--- config.mk ---
export PLATFORM = sky130hd
export DESIGN_NAME = smbus_two_wire_interface
export DESIGN_NICKNAME = d
export VERILOG_FILES = /design/src/include/smbus_pkg.sv /design/src/rtl/smbus_two_wire_interface.sv
export SDC_FILE = /design/constraint.sdc
export NUM_CORES = 1
export LEC_CHECK = 0
export BUFFER_PORTS_ARGS = -buffer_cell sky130_fd_sc_hd__buf_2
export CORE_MARGIN = 2
export CORE_UTILIZATION = 59
export CTS_CLUSTER_SIZE = 10
export DETAILED_ROUTE_END_ITERATION = 6
export PLACE_DENSITY = 0.79
export SYNTH_ARGS = -nofsm -noshare
export SYNTH_HDL_FRONTEND = slang
export SYNTH_SLANG_ARGS = --single-unit
--- constraint.sdc ---
create_clock -name clk_sys_i -period 2.2 [get_ports clk_sys_i]
set_input_delay 0.22 -clock clk_sys_i [delete_from_list [all_inputs] [get_ports clk_sys_i]]
set_output_delay 0.22 -clock clk_sys_i [all_outputs]
set_load 0.02 [all_outputs]
--- src/include/smbus_pkg.sv ---
// shared constants and types of the two-wire serial interface
package smbus_pkg;

  // ----------------------------------------------------------------
  // register offsets
  // ----------------------------------------------------------------
  localparam logic [2:0] REG_CFG = 3'h0; // configuration and bus busy
  localparam logic [2:0] REG_CTL = 3'h1; // control and byte status
  localparam logic [2:0] REG_DAT = 3'h2; // shift data
  localparam logic [2:0] REG_ADR = 3'h3; // own slave address, auto ack

  // ----------------------------------------------------------------
  // field positions
  // ----------------------------------------------------------------
  localparam int unsigned CFG_EN = 7;      // interface enable
  localparam int unsigned CFG_INH = 6;     // slave inhibit
  localparam int unsigned CFG_BUSY = 5;    // bus busy, read only
  localparam int unsigned CFG_TOE = 3;     // scl_low_timeout_enable
  localparam int unsigned CFG_FTE = 2;     // bus_free_timeout_enable
  localparam int unsigned CFG_CS_LO = 0;   // bit_clock_source_select[1:0]
  localparam int unsigned CTL_STA = 5;     // start request
  localparam int unsigned CTL_STO = 4;     // stop request
  localparam int unsigned CTL_ARB = 2;     // arbitration lost, write 0 clears
  localparam int unsigned CTL_ACK = 1;     // ack to send or ack received
  localparam int unsigned CTL_SI = 0;      // byte event, write 0 releases
  localparam int unsigned ADR_HWACK = 0;   // hardware address match and ack
  localparam logic [7:0] CFG_WMASK = 8'hDF; // busy bit is not writable

  // ----------------------------------------------------------------
  // reset values
  // ----------------------------------------------------------------
  localparam logic [7:0] CFG_RST = 8'h00;
  localparam logic [7:0] ADR_RST = 8'h00;
  localparam logic [7:0] DAT_RST = 8'h00;

  // ----------------------------------------------------------------
  // timing
  // ----------------------------------------------------------------
  localparam int unsigned SYS_CLK_HZ = 20000000;            // system clock rate
  localparam int unsigned RATE_DIV = 20;                    // fastest bit = clock / 20
  localparam int unsigned MIN_PHASE_CYC = RATE_DIV / 2;     // least cycles per scl phase
  localparam logic [3:0] FREE_TICKS = 4'hA;                 // idle ticks before bus free

  // master clock generator states
  typedef enum logic [2:0] {
    M_IDLE = 3'h0,
    M_START = 3'h1,
    M_LOW = 3'h2,
    M_HIGH = 3'h3,
    M_STOP1 = 3'h4,
    M_STOP2 = 3'h5
  } mstate_t;

endpackage

--- src/rtl/smbus_two_wire_interface.sv ---
// two-wire bus interface: master/slave byte engine with register port
//
// Local design decisions: the register addresses and the plain strobed port.

// Behaviour
// - serial bit rate never above one twentieth of the system clock.
// - software moves whole bytes; hardware shifts the bits and holds SCL meanwhile.
// - optional hardware own-address match and automatic acknowledge.
// - after START, an address byte: seven address bits then direction.
// - direction bit one means read, zero means write.
// - receiver acks by SDA low during SCL high; high is not-acknowledge.
// - as master, start every transfer and supply all SCL pulses.
// - transmitter sends bytes and waits for the receiver's ack after each.
// - master ends the data phase with a STOP, freeing the bus.
// - transmitter drives SDA for eight bits, receiver drives the ack bit.
// - master starts only on a free bus: after STOP or idle timeout.
// - master releasing SDA but seeing it low loses arbitration.
// - losing master turns slave and receives the rest if addressed.
// - any device sending START and address is master for that transfer.
// - slave may stretch SCL low; master waits for SCL really high.
// - SCL low over 25 ms is a timeout; communication is reset.
// - with timeout enable, timer reloads while SCL high, counts while low.
// - lines are only pulled low or released, never driven high.
// - with free enable, bus free after both lines high over ten ticks.
// - one tick of the selected source is the least SCL low and high time; the code ends a phase after ten cycles once any tick has come in it.
module smbus_two_wire_interface (
  input wire logic clk_sys_i,          // system clock, 20 MHz
  input wire logic rst_n_i,            // asynchronous reset, active low
  input wire logic [2:0] reg_addr_i,   // register address
  input wire logic [7:0] reg_wdata_i,  // register write data
  input wire logic reg_wr_i,           // write strobe
  input wire logic reg_rd_i,           // read strobe
  output logic [7:0] reg_rdata_o,      // read data, cycle after strobe
  input wire logic [3:0] clk_src_tick_i, // timer overflow pulses, one per source
  input wire logic scl_timeout_i,      // timeout timer overflow pulse
  input wire logic scl_i,              // scl pin level
  output logic scl_o,                  // scl drive value, always low
  output logic scl_oe_n_o,             // scl pulled low when low
  input wire logic sda_i,              // sda pin level
  output logic sda_o,                  // sda drive value, always low
  output logic sda_oe_n_o,             // sda pulled low when low
  output logic tmo_reload_o,           // timeout timer reload level
  output logic tmo_count_o             // timeout timer count level
);

  typedef struct packed {
    logic scl_m;
    logic scl_s;
    logic scl_p;
    logic sda_m;
    logic sda_s;
    logic sda_p;
    logic [7:0] cfg;
    logic [7:0] own;
    logic [7:0] dat;
    logic [7:0] rdata;
    logic busy;
    logic master;
    logic tx;
    logic sta;
    logic sto;
    logic ackrq;
    logic arb;
    logic ack;
    logic si;
    logic active;
    logic addr_ph;
    logic [3:0] cnt;
    logic [3:0] ph;
    logic tk;
    logic [3:0] free;
    smbus_pkg::mstate_t mst;
    logic scl_oe_n;
    logic sda_oe_n;
    logic reload;
    logic count;
  } state_t;

  localparam logic [3:0] MINPH = 4'(smbus_pkg::MIN_PHASE_CYC - 1);

  state_t s_q;
  state_t s_d;
  logic en;
  logic tick;
  logic scl_rise;
  logic scl_fall;
  logic start_det;
  logic stop_det;
  logic phase_done;
  logic addr_match;
  logic si_clear;

  // ----------------------------------------------------------------
  // decoded conditions
  // ----------------------------------------------------------------
  // edges come only from the second and third synchroniser stages
  assign en = s_q.cfg[smbus_pkg::CFG_EN];
  assign tick = clk_src_tick_i[s_q.cfg[smbus_pkg::CFG_CS_LO +: 2]];
  assign scl_rise = s_q.scl_s & ~s_q.scl_p;
  assign scl_fall = ~s_q.scl_s & s_q.scl_p;
  assign start_det = s_q.scl_s & s_q.scl_p & s_q.sda_p & ~s_q.sda_s;
  assign stop_det = s_q.scl_s & s_q.scl_p & ~s_q.sda_p & s_q.sda_s;
  assign phase_done = s_q.tk & (s_q.ph >= MINPH);
  assign addr_match = (s_q.dat[7:1] == s_q.own[7:1]) & ~s_q.cfg[smbus_pkg::CFG_INH];
  assign si_clear = reg_wr_i & (reg_addr_i == smbus_pkg::REG_CTL) & s_q.si & ~reg_wdata_i[smbus_pkg::CTL_SI];

  // ----------------------------------------------------------------
  // next state
  // ----------------------------------------------------------------
  always_comb
  begin
    s_d = s_q;
    s_d.rdata = 8'h00;
    // two-stage synchronisers, third stage for edge detection
    s_d.scl_m = scl_i;
    s_d.scl_s = s_q.scl_m;
    s_d.scl_p = s_q.scl_s;
    s_d.sda_m = sda_i;
    s_d.sda_s = s_q.sda_m;
    s_d.sda_p = s_q.sda_s;
    // phase timer: cycles saturate, a tick is remembered
    if (s_q.ph != 4'hF)
      s_d.ph = s_q.ph + 4'h1;
    s_d.tk = s_q.tk | tick;

    // register writes
    if (reg_wr_i)
    begin
      case (reg_addr_i)
        smbus_pkg::REG_CFG: s_d.cfg = reg_wdata_i & smbus_pkg::CFG_WMASK;
        smbus_pkg::REG_ADR: s_d.own = reg_wdata_i;
        smbus_pkg::REG_DAT: s_d.dat = reg_wdata_i;
        smbus_pkg::REG_CTL:
        begin
          s_d.sta = reg_wdata_i[smbus_pkg::CTL_STA];
          s_d.sto = reg_wdata_i[smbus_pkg::CTL_STO];
          s_d.ack = reg_wdata_i[smbus_pkg::CTL_ACK];
          s_d.arb = s_q.arb & reg_wdata_i[smbus_pkg::CTL_ARB];
          if (si_clear)
            s_d.si = 1'b0;
        end
        default: s_d.cfg = s_q.cfg;
      endcase
    end

    // software releases a held byte: place the pending bit on sda
    if (si_clear)
    begin
      s_d.ackrq = 1'b0;
      s_d.ph = 4'h0;
      s_d.tk = 1'b0;
      if (s_q.ackrq)
        s_d.sda_oe_n = ~reg_wdata_i[smbus_pkg::CTL_ACK];
      else if (s_q.master && reg_wdata_i[smbus_pkg::CTL_STO])
      begin
        s_d.mst = smbus_pkg::M_STOP1;
        s_d.sda_oe_n = 1'b0;
      end
      else if (s_q.tx && s_q.cnt == 4'h0)
        s_d.sda_oe_n = s_q.dat[7];
    end

    // master clock generator: holds each phase for a tick and ten cycles
    case (s_q.mst)
      smbus_pkg::M_IDLE:
      begin
        if (en && s_q.sta && !s_q.busy && !s_q.si)
        begin
          s_d.mst = smbus_pkg::M_START;
          s_d.master = 1'b1;
          s_d.sda_oe_n = 1'b0;
          s_d.ph = 4'h0;
          s_d.tk = 1'b0;
        end
      end
      smbus_pkg::M_START:
      begin
        if (phase_done)
        begin
          s_d.mst = smbus_pkg::M_LOW;
          s_d.si = 1'b1;
          s_d.sta = 1'b0;
          s_d.ph = 4'h0;
          s_d.tk = 1'b0;
        end
      end
      smbus_pkg::M_LOW:
      begin
        if (s_q.si)
        begin
          s_d.ph = 4'h0;
          s_d.tk = 1'b0;
        end
        else if (phase_done)
        begin
          s_d.mst = smbus_pkg::M_HIGH;
          s_d.ph = 4'h0;
          s_d.tk = 1'b0;
        end
      end
      smbus_pkg::M_HIGH:
      begin
        // a stretching slave keeps the phase from starting
        if (!s_q.scl_s)
        begin
          s_d.ph = 4'h0;
          s_d.tk = 1'b0;
        end
        else if (phase_done)
        begin
          s_d.mst = smbus_pkg::M_LOW;
          s_d.ph = 4'h0;
          s_d.tk = 1'b0;
        end
      end
      smbus_pkg::M_STOP1:
      begin
        if (phase_done)
        begin
          s_d.mst = smbus_pkg::M_STOP2;
          s_d.ph = 4'h0;
          s_d.tk = 1'b0;
        end
      end
      smbus_pkg::M_STOP2:
      begin
        if (!s_q.scl_s)
        begin
          s_d.ph = 4'h0;
          s_d.tk = 1'b0;
        end
        else if (phase_done)
        begin
          s_d.mst = smbus_pkg::M_IDLE;
          s_d.sda_oe_n = 1'b1;
          s_d.sto = 1'b0;
        end
      end
      default: s_d.mst = smbus_pkg::M_IDLE;
    endcase

    // bit engine, shared by master and slave, paced by the real scl
    if (s_q.active && !start_det && !stop_det)
    begin
      if (scl_rise)
      begin
        s_d.cnt = s_q.cnt + 4'h1;
        if (s_q.cnt < 4'h8)
        begin
          s_d.dat = {s_q.dat[6:0], s_q.sda_s};
          if (s_q.master && s_q.tx && s_q.sda_oe_n && !s_q.sda_s)
          begin
            s_d.arb = 1'b1;
            s_d.master = 1'b0;
            s_d.tx = 1'b0;
            s_d.mst = smbus_pkg::M_IDLE;
          end
        end
        else if (s_q.tx)
          s_d.ack = ~s_q.sda_s;
      end
      else if (scl_fall && !s_q.si)
      begin
        if (s_q.cnt < 4'h8)
          s_d.sda_oe_n = s_q.tx ? s_q.dat[7] : 1'b1;
        else if (s_q.cnt == 4'h8)
        begin
          s_d.sda_oe_n = 1'b1;
          if (!s_q.tx && s_q.addr_ph && !s_q.master && s_q.own[smbus_pkg::ADR_HWACK])
          begin
            // hardware address check: ack a match, drop out otherwise
            if (addr_match)
            begin
              s_d.sda_oe_n = 1'b0;
              s_d.ack = 1'b1;
            end
            else
              s_d.active = 1'b0;
          end
          else if (!s_q.tx && s_q.own[smbus_pkg::ADR_HWACK] && !s_q.addr_ph)
            s_d.sda_oe_n = ~s_q.ack;
          else if (!s_q.tx)
          begin
            s_d.si = 1'b1;
            s_d.ackrq = 1'b1;
          end
        end
        else
        begin
          // ack bit done: choose the direction of the next byte
          s_d.cnt = 4'h0;
          s_d.sda_oe_n = 1'b1;
          if (s_q.addr_ph)
          begin
            s_d.addr_ph = 1'b0;
            s_d.tx = s_q.master ? ~s_q.dat[0] : s_q.dat[0];
          end
          if (s_q.addr_ph && !s_q.master && !s_q.ack)
            s_d.active = 1'b0;
          else if (s_q.master && !s_q.tx && !s_q.own[smbus_pkg::ADR_HWACK] && s_q.sto)
          begin
            s_d.mst = smbus_pkg::M_STOP1;
            s_d.sda_oe_n = 1'b0;
            s_d.ph = 4'h0;
            s_d.tk = 1'b0;
          end
          else if (s_q.tx || s_q.own[smbus_pkg::ADR_HWACK] || s_d.tx)
            s_d.si = 1'b1;
          if (!s_q.master && s_q.tx && !s_q.ack)
            s_d.active = 1'b0; // master refused more data
        end
      end
    end

    // start and stop are seen in every mode
    if (en && start_det)
    begin
      s_d.busy = 1'b1;
      s_d.active = 1'b1;
      s_d.cnt = 4'h0;
      s_d.addr_ph = 1'b1;
      s_d.tx = s_q.master;
      s_d.ack = 1'b0;
    end
    else if (en && stop_det)
    begin
      if (s_q.active && !s_q.master && !s_q.cfg[smbus_pkg::CFG_INH])
        s_d.si = 1'b1;
      s_d.busy = 1'b0;
      s_d.active = 1'b0;
      s_d.master = 1'b0;
      s_d.tx = 1'b0;
      s_d.sda_oe_n = 1'b1;
    end

    // bus free after both lines stay high beyond ten source ticks
    if (!(s_q.scl_s && s_q.sda_s) || !s_q.cfg[smbus_pkg::CFG_FTE])
      s_d.free = 4'h0;
    else if (tick && s_q.busy)
    begin
      if (s_q.free == smbus_pkg::FREE_TICKS)
      begin
        s_d.busy = 1'b0;
        s_d.free = 4'h0;
      end
      else
        s_d.free = s_q.free + 4'h1;
    end

    // disable or scl low timeout drops the transfer and frees both lines
    if (!en || (scl_timeout_i && s_q.cfg[smbus_pkg::CFG_TOE]))
    begin
      s_d.active = 1'b0;
      s_d.master = 1'b0;
      s_d.busy = 1'b0;
      s_d.si = 1'b0;
      s_d.ackrq = 1'b0;
      s_d.sta = 1'b0;
      s_d.sto = 1'b0;
      s_d.mst = smbus_pkg::M_IDLE;
      s_d.sda_oe_n = 1'b1;
    end

    // scl is pulled by the master generator or while a byte waits for software
    s_d.scl_oe_n = ~((s_d.mst == smbus_pkg::M_LOW) | (s_d.mst == smbus_pkg::M_STOP1) |
                     (s_d.si & s_d.active));
    s_d.reload = en & s_q.cfg[smbus_pkg::CFG_TOE] & s_q.scl_s;
    s_d.count = en & s_q.cfg[smbus_pkg::CFG_TOE] & ~s_q.scl_s;

    // register reads answer one cycle later
    if (reg_rd_i)
    begin
      case (reg_addr_i)
        smbus_pkg::REG_CFG: s_d.rdata = s_q.cfg | {2'b00, s_q.busy, 5'b00000};
        smbus_pkg::REG_CTL: s_d.rdata = {s_q.master, s_q.tx, s_q.sta, s_q.sto, s_q.ackrq, s_q.arb, s_q.ack, s_q.si};
        smbus_pkg::REG_DAT: s_d.rdata = s_q.dat;
        smbus_pkg::REG_ADR: s_d.rdata = s_q.own;
        default: s_d.rdata = 8'h00;
      endcase
    end
  end

  // ----------------------------------------------------------------
  // state register
  // ----------------------------------------------------------------
  // idle lines sit high, so the synchronisers reset high to avoid a false start
  always_ff @(posedge clk_sys_i or negedge rst_n_i)
  begin
    if (!rst_n_i)
    begin
      s_q <= '0;
      s_q.cfg <= smbus_pkg::CFG_RST;
      s_q.own <= smbus_pkg::ADR_RST;
      s_q.dat <= smbus_pkg::DAT_RST;
      s_q.mst <= smbus_pkg::M_IDLE;
      s_q.scl_m <= 1'b1;
      s_q.scl_s <= 1'b1;
      s_q.scl_p <= 1'b1;
      s_q.sda_m <= 1'b1;
      s_q.sda_s <= 1'b1;
      s_q.sda_p <= 1'b1;
      s_q.scl_oe_n <= 1'b1;
      s_q.sda_oe_n <= 1'b1;
    end
    else
      s_q <= s_d;
  end

  // outputs; drive values are fixed low so a pin is never pushed high
  assign reg_rdata_o = s_q.rdata;
  assign scl_o = 1'b0;
  assign sda_o = 1'b0;
  assign scl_oe_n_o = s_q.scl_oe_n;
  assign sda_oe_n_o = s_q.sda_oe_n;
  assign tmo_reload_o = s_q.reload;
  assign tmo_count_o = s_q.count;

  // ----------------------------------------------------------------
  // assertions
  // ----------------------------------------------------------------
  logic [4:0] low_len;

  // length of the current scl pull, for the phase checks
  always_ff @(posedge clk_sys_i or negedge rst_n_i)
  begin
    if (!rst_n_i)
      low_len <= 5'h00;
    else if (scl_oe_n_o)
      low_len <= 5'h00;
    else if (low_len != 5'h1F)
      low_len <= low_len + 5'h01;
  end
endmodule

==> impl_metrics.toml <==
[outcome]
status = "finished clean"

[logic_synthesis]
synth_area_sq_mm = 0.00381
synth_seq_area_share_pct = 44.9
postSynthCellCount = 384
async_reset_ff_share_pct = 100
ys_top_cells_by_area = "dfrtp_1, dfstp_2, mux2i_1"
yosysTopAreaCell = "dfrtp_1"
synth_top_area_share_pct = 39.4
ys_types = 61
ys_ff_latch = 68
synth_flop_cell = "dfrtp_1"
synth.avg_cell_area_sq_um = 9.92
ys_warn_count = 0
synth_edf_count = 0

[drt]
wl_met2_mm = 4.28
vias_per_cell = 6.34
drc = 0
wl_met3_um = 721
drtIter0Drc = 451
drt-met1-wl_mm = 3.97
wirelength_mm = 9.33
routedWlPerCell_um = 18.4
routed.top_layer = "met4"
route.vias.total = 3213
first_pass_iters = 5
final_antenna_net_count = 0

[clocking]
cts_made_buffers = 9
cts_max_level = 3
cts-root-buf = "clkbuf_8"
cts.sinks = 68
cts_tree = "done"
clock_latency_ps = 360
cts.reportedPaths.clkPinSlew_ps = 80
clockBufferDepth = 2

[worst_setup_path]
timing.rr.start = "s_q[12]"
cp.arrival_ps = 2410
startpoint = "s_q[12]"
crit_fanout = 6
cp.buffers_inverters = 0
crit_chain = "ha_1 > or3b_1 > and3_4 > and2_4 > o311ai_2 > a21boi_1 > o32a_1"
critical_path.max_stage_delay_ps = 450
crit_type = "reg -> reg"
worstSetupStartpointType = "register"
crit_path_end_kind = "register"
slowest_stage = "dfrtp_2"
crit_required_ps = 2480
cp_top_family = "simple AND/OR/NAND/NOR gates"

[timing]
skew_ps = 9.51
slew_headroom_pct = 63.4
final-max-slew-violation-count = 0
max_freq_mhz = 470
setup_viol = 0
hold_viol = 0
max_slew.worst_pin.slew_ps = 548
finalCritPeriodShare_pct = 96.7
rsz0062_at_grt = "yes"
fin_hold_ws_ps = 121
min_period_ps = 2130
setup_tns_ps = 0

[die]
start_util_pct = 60.3
fp.dieW_um = 84.4
fp.dieH_um = 84.4
core_sq_mm = 0.00631
io_pins = 36
fp-row-count = 29
dieArea_sq_mm = 0.00712

[place]
hpwl_mm = 6.75
gp_congestion = 0.981
portBuffers = 33
dp_cells = 487
placedInstanceArea_sq_mm = 0.00408

[pwr]
p_seq_share_pct = 45.6
total_leakage_power_nw = 1.95
clkPwrFrac_pct = 30.5
p_sw_mw = 1.20
combinationalPowerShare_pct = 24.0
ir_drop_uv = 563
swShare_pct = 33.1
p_per_area_mw_per_mm2 = 834
p_int_mw = 2.43

[global_route]
grt_max_degree = 47
track_usage_pct = 28.2
grt_pass1_wl_mm = 15.5
grt_pass1_vias = 3157
overflow = 0
antenna_found_initial = 0

[finish]
final_cells = 507
nets = 454
final_area_sq_mm = 0.00435
num_antenna_cells = 0
area_delta_synth_final_pct = 14.2
final_layout_size_suffix_gt1_share_pct = 25.1

[hold_path]
min-delay-start = "reg_wdata_i[3]"
hp-class = "in -> reg"

[run]
drv_cap = 0
[power groups by stage]
stage | Clock (mW) | Combinational [mW] | Sequential [mW]
3_3_place_gp | 0 | 0.787 | 1.66
5_1_grt | 1.17 | 0.971 | 1.68
4_1_cts | 1.12 | 0.834 | 1.65
2_1_floorplan | 0 | 0.594 | 1.61
6_report | 1.11 | 0.869 | 1.65
3_5_place_dp | 0 | 0.816 | 1.67
[timing repair]
item                                    in CTS  in global routing
resized for setup                            1                  3
hold buffers                                 3                  0
pin swaps                                    0                  0
buffers inserted                             0                  1
hold endpoints to repair                    20                  0
endpoints found under the setup margin       1                  6
[synthesized netlist by cell type (2+ instances only)]
master,count
a211o_1,2
nor4_1,4
o21ai_0,27
nor3_1,12
a221oi_1,5
nor3b_1,5
mux2i_1,21
and3_1,2
ha_1,7
buf_1,3
a32oi_1,4
inv_1,12
o21ai_1,2
clkbuf_1,10
nand4_1,2
nand3b_1,3
mux2_2,15
dfstp_2,8
nor2_1,32
a22oi_1,2
a21oi_1,9
nand3_1,11
mux4_2,2
nor2b_1,9
nand2b_1,9
buf_2,3
buf_4,11
nor3b_2,2
o22ai_1,2
a31oi_1,3
o31ai_1,5
a32o_1,2
dfrtp_1,60
nand2_1,30
and2_1,2
a211oi_1,13
xor2_1,8
a21o_1,2
[cells by family after synthesis]
kind of cell    Yosys count  share of synthesized area [%]
compound gates           87                           15.5
fa+ha+maj                 7                           2.30
xor+xnor                  9                           2.07
mux                      38                           11.1
other cells               1                         0.0984
buf+inv                  39                           5.02
flops                    68                           44.9
simple gates            135                           18.9
[final timing paths]
path	end	slack [ps]	cells after the start
setup / recovery	scl_oe_n_o	70	7
hold / removal	s_q[58]	120	2
setup reg to reg	scl_oe_n_o	70	7
hold reg to reg	s_d[66]	350	0
max in group asynchronous	s_d[64]	1140	3
min in group asynchronous	s_q[30]	370	2
[final cells by class]
class                   count  area [sq um]
clock buffers              11           151
clock inverters             5          60.1
fillers                   491          1960
inverters                  12          45.0
multi-input cells         278          1930
flip-flops and latches     68          1710
well taps                  77          96.3
repair buffers             56           358
[placed cells by master, fill, tap and decap left out, drive strengths merged, types with 5 or more instances in the layout]
cell,count
a21oi,9
nand3,11
o21ai,29
nor2,33
nand2,30
nor3,12
dfstp,8
o31ai,5
xor2,8
inv,12
a221oi,5
dfrtp,60
nor2b,9
buf,53
clkbuf,11
ha,7
mux2,15
mux2i,21
nor3b,7
nand2b,9
a211oi,13
[worst register-to-register path: cells and delay by family (launching register included)]
family | cells | cell delay [ps]
flip-flops | 1 | 450
AO/OA/AOI/OAI | 3 | 690
adder cells (fa/ha/maj) | 1 | 200
AND/OR/NAND/NOR | 3 | 710
[through the flow]
step / power [mW] / worst slack [ps] / util (%)
6_report: 3.63 / 73.7 / 68.9
5_1_grt: 3.82 / -7.59 / 68.9
4_1_cts: 3.60 / 48.3 / 68.6
3_5_place_dp: 2.48 / 10.6 / 64.7
3_3_place_gp: 2.44 / 92.6 / 64.7
2_1_floorplan: 2.21 / 187 / -
[flip-flops by register name, indices dropped and copies added (netlist names)]
register and flops:
reg_rdata_o 8, tmo_reload_o 1, sda_oe_n_o 1, s_q 51, tmo_count_o 1, scl_oe_n_o 1
en 1, s_d 4
[per-layer routing]
metal	track usage [%]	vias to the layer above
li1	-	1465
met1	38.4	1556
met2	42.9	158
met3	7.37	34
met4	12.3	0
met5	0	-
(Power assumes the default switching activity.)
